`src/rtl/hsw_pkg.sv`:
```
// Constants and carrier types for the four-channel load switch control
// Notes on behaviour
// Seven logic inputs: four channel, enable, two select
// Channel input high requests its channel on
// Sense enable gates diagnosis; low floats sense output
// Select lines pick the observed channel
// Enable falling edge clears selected channel latch; code clears only if picked input low or pulse long
// All inputs low means Sleep; all off
// Protection inactive while in Sleep
// Sleep only when restart counter is zero
// Enable high, channels low means Stand-by
// Any channel high means Active, full protection
// Undervoltage holds channels and diagnosis off
// Power-on raised only above good level
// Trip level in Active switches channels off
// Restart after recovery waits nominal 5 ms
// Leaving Sleep skips the restart wait
// Wait counter restarts if undervoltage returns
package hsw_pkg;
  localparam int NUM_CH = 4; // Output channels
  localparam int PICK_W = 2; // Select line width
  localparam int LOGIC_PINS = 7; // Channel, enable and select pins
  localparam int SYS_CLK_MHZ = 200; // Core clock rate
  localparam int RESTART_WAIT_US = 5000; // Nominal brownout_restart_wait
  localparam int RESTART_MIN_US = 2500; // Shortest allowed wait
  localparam int RESTART_MAX_US = 7500; // Longest allowed wait
  localparam int RESTART_CYC = RESTART_WAIT_US * SYS_CLK_MHZ; // Wait in cycles
  localparam int DEN_LEN_W = 16; // Enable pulse length counter width
  localparam logic [15:0] DEN_MIN_CYC = 16'h0010; // Long pulse clears regardless
  localparam logic UV_RST = 1'b1; // Supply counts as low at reset
  localparam logic [3:0] CH_OFF = 4'h0; // All channels off

  // Operating modes, Gray along sleep, stand-by, active
  typedef enum logic [1:0] {
    HSW_SLEEP = 2'b00,
    HSW_STBY = 2'b01,
    HSW_ACTIVE = 2'b11
  } hsw_mode_e;

  // The seven logic pins travel together
  typedef struct packed {
    logic [NUM_CH-1:0] chan_on; // channel_on_input
    logic sense_en; // sense_enable
    logic [PICK_W-1:0] pick; // sense_channel_pick
  } hsw_pins_s;

  // Supply comparator flags travel together
  typedef struct packed {
    logic below_trip; // Below supply_trip_level
    logic above_good; // Above supply_good_level
  } hsw_supply_s;
endpackage

```
`src/rtl/hsw_ctrl.sv`:
```
// Mode, channel and diagnosis control of the four-channel load switch
`timescale 1ns/100ps
module hsw_ctrl #(
  parameter int RESTART_CYCLES = hsw_pkg::RESTART_CYC, // Restart wait, shorten in sim
  parameter logic [15:0] DEN_MIN = hsw_pkg::DEN_MIN_CYC // Long enable pulse length
) (
  input wire logic sys_clk, // Core clock, 200 MHz
  input wire logic resetn, // Asynchronous reset, active low
  input wire hsw_pkg::hsw_pins_s pins, // Logic pins, asynchronous
  input wire hsw_pkg::hsw_supply_s supply, // Supply comparators, asynchronous
  input wire logic retry_busy, // Protection restart counter nonzero
  output logic [hsw_pkg::NUM_CH-1:0] chan_drive, // Channel gate enables
  output logic sense_output_oe, // Sense output driven, else floating
  output logic [hsw_pkg::PICK_W-1:0] sense_sel, // Channel under diagnosis
  output logic diag_on_state, // On-state diagnosis allowed
  output logic protect_en, // Protection mechanisms armed
  output logic [hsw_pkg::NUM_CH-1:0] latch_clear, // Latch clear pulse per channel
  output logic power_on, // Supply good indication
  output hsw_pkg::hsw_mode_e mode // Present operating mode
);
  import hsw_pkg::*;

  ////////////////////////////////////////////////////////////////////////////
  // Input synchronisers
  hsw_pins_s pins_s1_ff, pins_s2_ff; // Pin stages
  hsw_supply_s sup_s1_ff, sup_s2_ff; // Supply stages
  hsw_pins_s nxt_pins_s1, nxt_pins_s2; // Next pin stages
  hsw_supply_s nxt_sup_s1, nxt_sup_s2; // Next supply stages

  // Two stages each; only the second is read by logic
  always_comb begin
    nxt_pins_s1 = pins;
    nxt_pins_s2 = pins_s1_ff;
    nxt_sup_s1 = supply;
    nxt_sup_s2 = sup_s1_ff;
  end

  // Synchroniser registers
  always_ff @(posedge sys_clk or negedge resetn) begin
    if (!resetn) begin
      pins_s1_ff <= '0;
      pins_s2_ff <= '0;
      sup_s1_ff <= '0;
      sup_s2_ff <= '0;
    end else begin
      pins_s1_ff <= nxt_pins_s1;
      pins_s2_ff <= nxt_pins_s2;
      sup_s1_ff <= nxt_sup_s1;
      sup_s2_ff <= nxt_sup_s2;
    end
  end

  ////////////////////////////////////////////////////////////////////////////
  // Supply state and restart wait
  logic uv_ff, nxt_uv; // Undervoltage flag with hysteresis
  logic wait_ff, nxt_wait; // Restart wait running
  logic [31:0] wait_cnt_ff, nxt_wait_cnt; // Restart wait counter
  hsw_mode_e mode_ff, nxt_mode; // Operating mode
  logic any_in; // Some channel requested

  assign any_in = |pins_s2_ff.chan_on;

  // Flag sets below trip, clears only above good level
  always_comb begin
    nxt_uv = uv_ff;
    if (sup_s2_ff.below_trip) begin
      nxt_uv = 1'b1;
    end else if (sup_s2_ff.above_good) begin
      nxt_uv = 1'b0;
    end
    nxt_wait = wait_ff;
    nxt_wait_cnt = wait_cnt_ff;
    if (nxt_uv) begin
      // Flag back before count ends: wait drops to zero at once
      nxt_wait = 1'b0;
      nxt_wait_cnt = '0;
    end else if (uv_ff) begin
      // Flag just released: wait starts from zero
      nxt_wait = 1'b1;
      nxt_wait_cnt = '0;
    end else if (wait_ff) begin
      nxt_wait_cnt = wait_cnt_ff + 32'h0000_0001;
      if (wait_cnt_ff == 32'(RESTART_CYCLES - 1)) begin
        nxt_wait = 1'b0;
      end
    end
    // Sleep means nothing is pending; a wake-up switches at once
    if (nxt_mode == HSW_SLEEP) begin
      nxt_wait = 1'b0;
      nxt_wait_cnt = '0;
    end
  end

  // Supply state registers
  always_ff @(posedge sys_clk or negedge resetn) begin
    if (!resetn) begin
      uv_ff <= UV_RST;
      wait_ff <= 1'b0;
      wait_cnt_ff <= '0;
    end else begin
      uv_ff <= nxt_uv;
      wait_ff <= nxt_wait;
      wait_cnt_ff <= nxt_wait_cnt;
    end
  end

  ////////////////////////////////////////////////////////////////////////////
  // Operating mode
  // Sleep needs every pin low and an idle retry counter
  always_comb begin
    case (mode_ff)
      HSW_SLEEP, HSW_STBY, HSW_ACTIVE: begin
        if (any_in) begin
          nxt_mode = HSW_ACTIVE;
        end else if (pins_s2_ff.sense_en) begin
          nxt_mode = HSW_STBY;
        end else if (pins_s2_ff.pick == '0 && !retry_busy) begin
          nxt_mode = HSW_SLEEP;
        end else begin
          nxt_mode = HSW_STBY; // Held out of sleep
        end
      end
      default: begin
        nxt_mode = HSW_SLEEP;
      end
    endcase
  end

  // Mode register
  always_ff @(posedge sys_clk or negedge resetn) begin
    if (!resetn) begin
      mode_ff <= HSW_SLEEP;
    end else begin
      mode_ff <= nxt_mode;
    end
  end

  ////////////////////////////////////////////////////////////////////////////
  // Enable pulse length and latch clear
  logic den_prev_ff, nxt_den_prev; // Enable one cycle ago
  logic [DEN_LEN_W-1:0] den_len_ff, nxt_den_len; // High time of enable
  logic [NUM_CH-1:0] clr_ff, nxt_clr; // Clear pulse register

  // Short pulse clears only while the channel input is low
  always_comb begin
    nxt_den_prev = pins_s2_ff.sense_en;
    nxt_den_len = '0;
    nxt_clr = CH_OFF;
    if (pins_s2_ff.sense_en) begin
      nxt_den_len = (&den_len_ff) ? den_len_ff : den_len_ff + 16'h0001;
    end
    if (den_prev_ff && !pins_s2_ff.sense_en) begin
      if (!pins_s2_ff.chan_on[pins_s2_ff.pick] || den_len_ff >= DEN_MIN) begin
        nxt_clr[pins_s2_ff.pick] = 1'b1;
      end
    end
  end

  // Latch clear registers
  always_ff @(posedge sys_clk or negedge resetn) begin
    if (!resetn) begin
      den_prev_ff <= 1'b0;
      den_len_ff <= '0;
      clr_ff <= CH_OFF;
    end else begin
      den_prev_ff <= nxt_den_prev;
      den_len_ff <= nxt_den_len;
      clr_ff <= nxt_clr;
    end
  end

  ////////////////////////////////////////////////////////////////////////////
  // Output stage
  logic [NUM_CH-1:0] drv_ff, nxt_drv; // Channel drive
  logic sen_oe_ff, nxt_sen_oe; // Sense driven
  logic [PICK_W-1:0] sel_ff, nxt_sel; // Sense channel
  logic diag_on_ff, nxt_diag_on; // On-state diagnosis
  logic prot_ff, nxt_prot; // Protection armed

  // Undervoltage overrides every mode; wait holds channels off
  always_comb begin
    nxt_drv = pins_s2_ff.chan_on;
    if (nxt_uv || nxt_wait) begin
      nxt_drv = CH_OFF;
    end
    nxt_sel = pins_s2_ff.pick;
    nxt_sen_oe = pins_s2_ff.sense_en && !nxt_uv && nxt_mode != HSW_SLEEP;
    nxt_diag_on = nxt_sen_oe && nxt_mode == HSW_ACTIVE;
    nxt_prot = nxt_mode != HSW_SLEEP;
  end

  // Output registers
  always_ff @(posedge sys_clk or negedge resetn) begin
    if (!resetn) begin
      drv_ff <= CH_OFF;
      sen_oe_ff <= 1'b0;
      sel_ff <= '0;
      diag_on_ff <= 1'b0;
      prot_ff <= 1'b0;
    end else begin
      drv_ff <= nxt_drv;
      sen_oe_ff <= nxt_sen_oe;
      sel_ff <= nxt_sel;
      diag_on_ff <= nxt_diag_on;
      prot_ff <= nxt_prot;
    end
  end

  assign chan_drive = drv_ff;
  assign sense_output_oe = sen_oe_ff;
  assign sense_sel = sel_ff;
  assign diag_on_state = diag_on_ff;
  assign protect_en = prot_ff;
  assign latch_clear = clr_ff;
  assign power_on = !uv_ff;
  assign mode = mode_ff;
endmodule // hsw_ctrl

```
`config.mk`:
```
export PLATFORM = sky130hd
export DESIGN_NAME = hsw_ctrl
export DESIGN_NICKNAME = d
export VERILOG_FILES = /design/src/rtl/hsw_pkg.sv /design/src/rtl/hsw_ctrl.sv
export SDC_FILE = /design/constraint.sdc
export NUM_CORES = 1
export LEC_CHECK = 0
export BUFFER_PORTS_ARGS = -buffer_cell sky130_fd_sc_hd__buf_2
export CAP_MARGIN = 20
export CORE_MARGIN = 2
export CORE_UTILIZATION = 44
export DETAILED_ROUTE_END_ITERATION = 10
export GPL_TIMING_DRIVEN = 0
export HOLD_SLACK_MARGIN = 0.1
export MAX_ROUTING_LAYER = met4
export PLACE_DENSITY_LB_ADDON = 0.15
export SKIP_LAST_GASP = 1
export SYNTH_ARGS = -nofsm -noshare
export SYNTH_HDL_FRONTEND = slang
export SYNTH_SLANG_ARGS = --single-unit
```
`constraint.sdc`:
```
create_clock -name sys_clk -period 5.4 [get_ports sys_clk]
set_input_delay 0.54 -clock sys_clk [delete_from_list [all_inputs] [get_ports sys_clk]]
set_output_delay 0.54 -clock sys_clk [all_outputs]
set_load 0.02 [all_outputs]
```
Word-level counts from Yosys, hierarchy flattened
Index checks and enable logic that the tools add are counted.
- logic and storage cells: 77
- output and inout bits: 16
- register bits: 84
- bits of input ports: 12
- reductions and logical operators: 21
- equality and inequality tests: 5
- multiplexer cells: 24
- order comparisons: 3
- add/sub/neg operators: 2
- operators by type and width (operator ; number):
    $mux W32 ; 4
    $add A32 B1 Y32 const B ; 1
    $eq A32 B20 Y1 const B ; 1
    $mux W16 ; 2
    $add A16 B1 Y16 const B ; 1
    $ge A16 B5 Y1 const B ; 1
    $reduce_and A16 Y1 ; 1
    $mux W4 ; 3
    $mux W1 ; 11
    $logic_and A1 B1 Y1 ; 6
    $logic_not A2 Y1 ; 3
    $logic_not A1 Y1 ; 5
    $eq A2 B2 Y1 const B ; 2
    $mux W2 ; 2
    $reduce_bool A4 Y1 ; 1
    $reduce_or A4 Y1 ; 1
    $lt A2 B3 Y1 const B ; 1
    $reduce_or A3 Y1 ; 1
    $bmux W1 S2 ; 1
    $demux W1 S2 ; 1
    $eq A2 B1 Y1 const B ; 1
    $ge A2 B1 Y1 const B ; 1
    $logic_or A1 B1 Y1 ; 2
    $ne A2 B2 Y1 const B ; 1
    $reduce_bool A2 Y1 ; 1

Longest topological paths before layout
Gate-level depths: netlist of run 1.
- depth after elaboration: 10
- depth in mapped cells: 7
- mapped depth without buffers: 5

Least setup slack after synthesis of run 1
No wires, ideal clock.
- kind: flip-flop to flip-flop
- from: register pins_s2_ff (netlist bit nxt_sel[0])
- to: register wait_cnt_ff[15]
- period minus slack after synthesis: 1.995 ns
- data arrival time: 1.918 ns
- cell stages (with the launch flop): 6
- setup time: 0.078 ns
- setup slack: 3.405 ns
- buffers on the path: 1
- required time: 5.322 ns
- path through: dfrtp_1 -> or4_1 -> o211a_1 -> buf_6 -> or4_1 -> a21oi_1
- cells in the longest elaborated chain, start to end: 8
- elaborated cells on any way between the ends: 9
- classes of those cells: 5 x mux; 4 x reduce/logical
- ends and longest elaborated chain (what ; line ; RTL):
    from (decl) ; hsw_ctrl.sv:25 ; hsw_pins_s pins_s1_ff, pins_s2_ff;
    from (signal assigned) ; hsw_ctrl.sv:47 ; pins_s2_ff <= nxt_pins_s2;
    $logic_not A2 Y1 * ; hsw_ctrl.sv:117 ; end else if (pins_s2_ff.pick == '0 && !retry_busy) begin
    $logic_and A1 B1 Y1 * ; hsw_ctrl.sv:117 ;
    $mux W1 * ; hsw_ctrl.sv:117 ;
    $mux W1 * ; hsw_ctrl.sv:115 ; end else if (pins_s2_ff.sense_en) begin
    $mux W2 * ; hsw_ctrl.sv:113 ; if (any_in) begin
    $mux W2 * ; hsw_ctrl.sv:111 ; case (mode_ff)
    $logic_not A2 Y1 * ; hsw_ctrl.sv:88 ; if (nxt_mode == HSW_SLEEP) begin
    $reduce_bool A4 Y1 (no source line) / $mux W32 (equally long branches) ; n/a ;
    to (signal assigned) ; hsw_ctrl.sv:103 ; wait_cnt_ff <= nxt_wait_cnt;
    to (decl) ; hsw_ctrl.sv:57 ; logic [31:0] wait_cnt_ff, nxt_wait_cnt;
Every way passes the cells marked *; elsewhere a longest branch is shown, timed or not.
A chain may end at the register's enable or synchronous reset.

Worst setup path after layout of run 1
- from: register pins_s2_ff (netlist bit nxt_sel[0])
- to: register wait_cnt_ff[18]
- cells in the longest elaborated chain, start to end: 8
- elaborated cells on any way between the ends: 9
- classes of those cells: 5 x mux; 4 x reduce/logical
- ends and longest elaborated chain (what ; line ; RTL):
    $logic_not A2 Y1 * ; hsw_ctrl.sv:117 ;
    $logic_and A1 B1 Y1 * ; hsw_ctrl.sv:117 ;
    $mux W1 * ; hsw_ctrl.sv:117 ;
    $mux W1 * ; hsw_ctrl.sv:115 ;
    $mux W2 * ; hsw_ctrl.sv:113 ;
    $mux W2 * ; hsw_ctrl.sv:111 ;
    named net nxt_mode[0] ; hsw_ctrl.sv:58 ; hsw_mode_e mode_ff, nxt_mode;
    $logic_not A2 Y1 * ; hsw_ctrl.sv:88 ;
    $reduce_bool A4 Y1 (no source line) / $mux W32 (equally long branches) ; n/a ;
The timed path passes the listed nets; every way through them passes the cells marked *.

==> results_dict.tcl, run 1 <==
set metrics [dict create \
    status "finished clean" \
    antenna_found_initial 0 \
    layout-drive-gt1-share_pct 13.1 \
    setup_viol 0 \
    fin_crit_sh_pct 41.6 \
    rows 33 \
    startpoint "nxt_sel[0]$_DFF_PN0_" \
    power_leakage_nw 1.72 \
    clk_pin_slew_ns 0.10 \
    tightestPinTransition_ns 0.883 \
    gp_congestion 0.858 \
    hold_violations 0 \
    die-area_mm2 0.00945 \
    core_area_mm2 0.00830 \
    worstPathMaxFanout 10 \
    min_period_ns 2.25 \
    end_kind "register" \
    hp-class "primary input to register" \
    syn-instance-count 366 \
    yosysWarningCount 0 \
    final_cells 517 \
    ios 28 \
    num_vias 3014 \
    cp_cell_sequence "or4_1, o21ai_0, inv_1, nand2_1, buf_2, a21oi_1" \
    finalNetCount 422 \
    dp_hpwl_mm 5.72 \
    critical_path_class "register to register" \
    synth_seq_area_share_pct 55.0 \
    drt_iter0_drc 144 \
    fin_setup_tns_ns 0 \
    place_ws_ns 3.13 \
    routed_wl_mm 8.30 \
    clock_latency_ns 0.36 \
    cts_resized 0 \
    cts_buffer_depth 2 \
    synth_edf_count 0 \
    worst_slack_ns 3.15 \
    synth_area_per_cell_um2 10.4 \
    async_reset_ff_share_pct 100 \
    crit_arrival_ns 2.49 \
    fmax_mhz 445 \
    timing.rr.start "nxt_sel[0]$_DFF_PN0_" \
    grtUsageTotal_pct 19.0 \
    drv_cap 0 \
    clock-skew-final_ns 0.0120 \
    via_per_inst 5.83 \
    cts_tree "done" \
    slew_headroom_pct 40.4 \
    rsz0062_at_grt "no" \
    synth-seq-cells 84 \
    die_height_um 97.2 \
    ys_types 47 \
    critPathMaxStageDelay_ns 0.57 \
    cellPowerDensity_mw_per_mm2 268 \
    cts_sinks 84 \
    numPlacedInstances 500 \
    htree_levels 3 \
    synthesis.nets 381 \
    cts-root-buf "clkbuf_8" \
    multi_input_area_mm2 0.00161 \
    slew_violations 0 \
    slowest_stage "or4_1" \
    register_area_mm2 0.00210 \
    n_antenna_cell 0 \
    worstSetupStartpointType "register" \
    grt_pass1_wl_mm 14.1 \
    firstDrtPassIters 4 \
    grt_pass1_vias 2893 \
    antenna_left 0 \
    nFillCells 748 \
    die_w_um 97.2 \
    ir_worst_vdd_mv 0.193 \
    drcViolationCount 0 \
    syn_area_mm2 0.00382 \
    holdWs_ns 0.273 \
    grt_max_degree 70 \
    crit_required_ns 5.64 \
    initial_core_util_pct 46.0 \
    wl_per_cell_um 16.1 \
    areaGrowthSynthToFinish_pct 13.4 \
    port_buffers 27 \
    grt_overflow 0 \
    min_from "supply[1]" \
    synth_ff_type "dfrtp_1" \
    fin_total_pwr_w 0.00116 \
    numCtsBuffers 9 \
]
## stage by stage
stage               instance area [µm²]  utilization (%)
floorplan                          3820                -
CTS                                4330             52.2
finish                             4330             52.2
detailed placement                 4120             49.7
global placement                   4090             49.3
global route                       4330             52.2
## what timing repair did
item                      4_1_cts  5_1_grt
setup buffers                   0        0
hold buffers                    1        0
hold endpoints to repair       15        0
## power breakdown
part / total (W) / switching (W) / internal, W
clock network: 0.000445 / 0.000261 / 0.000184
registers: 0.000655 / 0.0000112 / 0.000644
logic: 0.0000633 / 0.0000421 / 0.0000212
## final cells by class
cell class / instances / share of cell area, %
timing repair buffer: 30 / 4.16
multi-input combinational: 257 / 37.2
tap: 105 / 3.03
buffer: 14 / 1.50
inverter: 11 / 0.953
clock inverter: 7 / 1.76
sequential: 84 / 48.5
clock buffer: 9 / 2.86
## kinds of logic after synthesis
family	after synthesis	synth area share (%)
AO/OA/AOI/OAI	73	12.0
buffers and inverters	25	2.78
AND/OR/NAND/NOR	162	24.1
flip-flops	84	55.0
adder cells (fa/ha/maj)	3	0.982
multiplexers	9	2.78
XOR/XNOR	10	2.29
## cells in the final DEF, fill, tap and decap left out, types with 3 or more instances in the layout
master | Yosys | layout
clkbuf_8 | 0 | 9
ha_1 | 3 | 3
inv_1 | 11 | 11
buf_2 | 3 | 30
nand4_1 | 18 | 18
and4_1 | 4 | 4
clkbuf_1 | 6 | 6
buf_1 | 3 | 3
nand3_1 | 16 | 16
o21ai_0 | 16 | 16
or4_1 | 17 | 17
o31ai_1 | 10 | 10
a21boi_0 | 4 | 4
inv_8 | 0 | 3
or3_1 | 14 | 14
and3_1 | 7 | 7
xor2_1 | 4 | 4
dfrtp_1 | 83 | 83
nor4_1 | 16 | 16
a21oi_1 | 29 | 29
nand2b_1 | 7 | 7
xnor2_1 | 6 | 6
nor2_1 | 21 | 21
nor3_1 | 6 | 6
mux2i_1 | 8 | 8
nand2_1 | 26 | 26
## flip-flops by register name, indices dropped and copies added (netlist names), 2 cells and up
signal and count:
sup_s2_ff 2, den_len_ff 16, nxt_pins_s2 7, latch_clear 4, wait_cnt_ff 32, sense_sel 2
mode 2, nxt_sel 2, nxt_sup_s2 2, chan_drive 4, pins_s2_ff 4
## cell usage after synthesis (2+ instances only)
master,instances,area [µm²]
a21boi_0,4,30.0
a21oi_1,29,145
and2_1,2,12.5
and3_1,7,43.8
and4_1,4,35.0
buf_1,3,11.3
buf_2,3,15.0
clkbuf_1,6,22.5
dfrtp_1,83,2080
ha_1,3,37.5
inv_1,11,41.3
mux2i_1,8,80.1
nand2_1,26,97.6
nand2b_1,7,43.8
nand3_1,16,80.1
nand4_1,18,113
nor2_1,21,78.8
nor3_1,6,30.0
nor4_1,16,100
nor4b_1,2,17.5
o21a_1,2,15.0
o21ai_0,16,80.1
o31a_1,2,17.5
o31ai_1,10,75.1
o41ai_1,2,17.5
or3_1,14,87.6
or4_1,17,128
xnor2_1,6,52.6
xor2_1,4,35.0
## routing by layer
metal  vias up  share of wire [%]  track usage [%]
met5         -                  0                -
met3        10                2.8             3.53
met2        53                 50             31.0
met4         0                1.1             5.42
li1       1468                  -                -
met1      1483                 46             24.4
## final timing paths
check,to,slack (ns),cells past startpoint
min reg2reg,nxt_sel[0]$_DFF_PN0_,0.36,0
min in group asynchronous,wait_cnt_ff[7]$_DFFE_PN0P_,0.59,2
max in group asynchronous,uv_ff$_DFF_PN1_,4.16,3
min,nxt_sup_s2[1]$_DFF_PN0_,0.27,1
max reg2reg,wait_cnt_ff[18]$_DFFE_PN0P_,3.15,6
max,wait_cnt_ff[18]$_DFFE_PN0P_,3.15,6
## critical path: cells and delay by family, from the launching register on
family | cells | cell delay [ns]
buffers and inverters | 2 | 0.44
AOI/OAI and AO/OA | 2 | 0.38
and+or+nand+nor | 2 | 0.81
DFF | 1 | 0.48
(Power assumes the default switching activity.)
==> run 2, diff against run 1 <==
Clock period 5.4 ns to 2.3 ns, I/O delays scaled along.
==> results_dict.tcl, run 2 (synthesis results as in run 1) <==
set metrics [dict create \
    gp_congestion 0.858 \
    grt_pass1_wl_mm 14.2 \
    switchingPower_w 0.000745 \
    grtUsageTotal_pct 19.1 \
    dp_hpwl_mm 5.72 \
    rows 33 \
    grt_overflow 0 \
    cellPowerDensity_mw_per_mm2 620 \
    initial_core_util_pct 46.0 \
    rsz0062_at_grt "yes" \
    htree_levels 3 \
    core_area_mm2 0.00830 \
    fmax_mhz 456 \
    areaGrowthSynthToFinish_pct 15.9 \
    ir_worst_vdd_mv 0.461 \
    ios 28 \
    comb_power_share_pct 5.9 \
    cts_sinks 84 \
    die-area_mm2 0.00945 \
    clock-skew-final_ns 0.0125 \
    antenna_found_initial 0 \
    fin_crit_sh_pct 95.3 \
    fin_total_pwr_w 0.00275 \
    largest_register_ffs 32 \
    hold_violations 0 \
    crit_required_ns 2.55 \
    via_per_inst 5.77 \
    grt_max_degree 70 \
    die_height_um 97.2 \
    post_cts.repair.setup_buffers 0 \
    layout-drive-gt1-share_pct 13.3 \
    crit_arrival_ns 2.44 \
    nFillCells 741 \
    clockPowerShare_pct 38.1 \
    power_frac_seq_pct 56.0 \
    worstSetupStartpointType "register" \
    firstDrtPassIters 4 \
    regMostFlops "wait_cnt_ff" \
    die_w_um 97.2 \
    routed_wl_mm 8.37 \
    worstPathMaxFanout 10 \
    power_leakage_nw 1.76 \
    cts_tree "done" \
    tightestPinTransition_ns 0.863 \
    finalNetCount 431 \
    min_period_ns 2.19 \
    netSwitchingFraction_pct 27.1 \
    slew_violations 0 \
    slew_headroom_pct 41.7 \
    num_vias 3034 \
    drcViolationCount 0 \
    fin_setup_tns_ns 0 \
    final_cell_mix "dfrtp_1, a21oi_1, buf_2" \
    setup_viol 0 \
    wl_per_cell_um 15.9 \
    p_int_w 0.00200 \
    grt_pass1_vias 2922 \
    status "finished clean" \
    worst_slack_ns 0.109 \
    drt_iter0_drc 129 \
    drv_cap 0 \
    mostFrequentLayoutCell "dfrtp_1" \
    numCtsBuffers 9 \
    antenna_left 0 \
    critical_path_class "register to register" \
    cts_buffer_depth 2 \
    port_buffers 27 \
    clk_pin_slew_ns 0.10 \
    clock_latency_ns 0.36 \
    place_ws_ns 0.0699 \
    end_kind "register" \
    n_antenna_cell 0 \
    cts-root-buf "clkbuf_8" \
    hp-class "primary input to register" \
    rrSetupSlack_ns 0.11 \
]
run 2: changes by cell type in the layout (fill, tap and decap cells not counted), sizes merged:
| cell | before | now |
|---|---|---|
| dlygate4sd3 | 1 | 10 |
| buf | 36 | 35 |
| clkbuf | 16 | 17 |
run 2: per-layer routing:
layer	global-route usage, %	share of wire, %
met4	5.42	1.1
met5	-	0
met3	3.53	2.6
met2	31.4	50
met1	24.5	46
run 2: power groups by stage:
stage | clock, W | combinational (W) | sequential [W]
finish | 0.00105 | 0.000162 | 0.00154
global route | 0.00116 | 0.000182 | 0.00154
CTS | 0.00109 | 0.000165 | 0.00154
detailed placement | 0 | 0.000152 | 0.00157
global placement | 0 | 0.000142 | 0.00157
floorplan | 0 | 0.0000599 | 0.00157
run 2: area by class of cell:
class	instances	area (µm²)	area share [%]
clock inverter	7	76.3	1.72
inverter	11	41.3	0.932
tap	105	131	2.97
timing repair buffer	39	270	6.10
sequential	84	2100	47.5
multi-input combinational	257	1610	36.4
clock buffer	9	124	2.80
buffer	14	67.6	1.53
run 2: worst max-delay path: stages (launching register included):
cell and delay (ns):
dfrtp_1 0.49, nand4_2 0.20, or4_1 0.52, clkbuf_2 0.19, buf_2 0.22, o31a_1 0.29
o21a_1 0.18
run 2: worst paths after layout:
check	startpoint	to	cells past startpoint
setup / recovery	wait_cnt_ff[7]$_DFFE_PN0P_	wait_cnt_ff[31]$_DFFE_PN0P_	6
hold / removal	retry_busy	protect_en$_DFF_PN0_	4
setup reg to reg	wait_cnt_ff[7]$_DFFE_PN0P_	wait_cnt_ff[31]$_DFFE_PN0P_	6
hold reg to reg	nxt_pins_s2[0]$_DFF_PN0_	nxt_sel[0]$_DFF_PN0_	0
max in group asynchronous	resetn	uv_ff$_DFF_PN1_	3
min in group asynchronous	resetn	wait_cnt_ff[7]$_DFFE_PN0P_	2
run 2: per-stage QoR:
stage	instance area, µm²	hold slack (ns)	cells	util, %
6_report	4430	0.260	526	53.4
5_1_grt	4430	0.299	526	53.4
4_1_cts	4420	0.272	526	53.3
3_5_place_dp	4120	0.115	500	49.7
3_3_place_gp	4090	0.331	498	49.3
2_1_floorplan	3820	-0.0656	366	-
run 2: timing repair:
action | CTS | global route
setup endpoints to repair | 0 | 25
hold buffers | 10 | 0
hold endpoints to repair | 92 | 0
gates resized for setup | 0 | 4
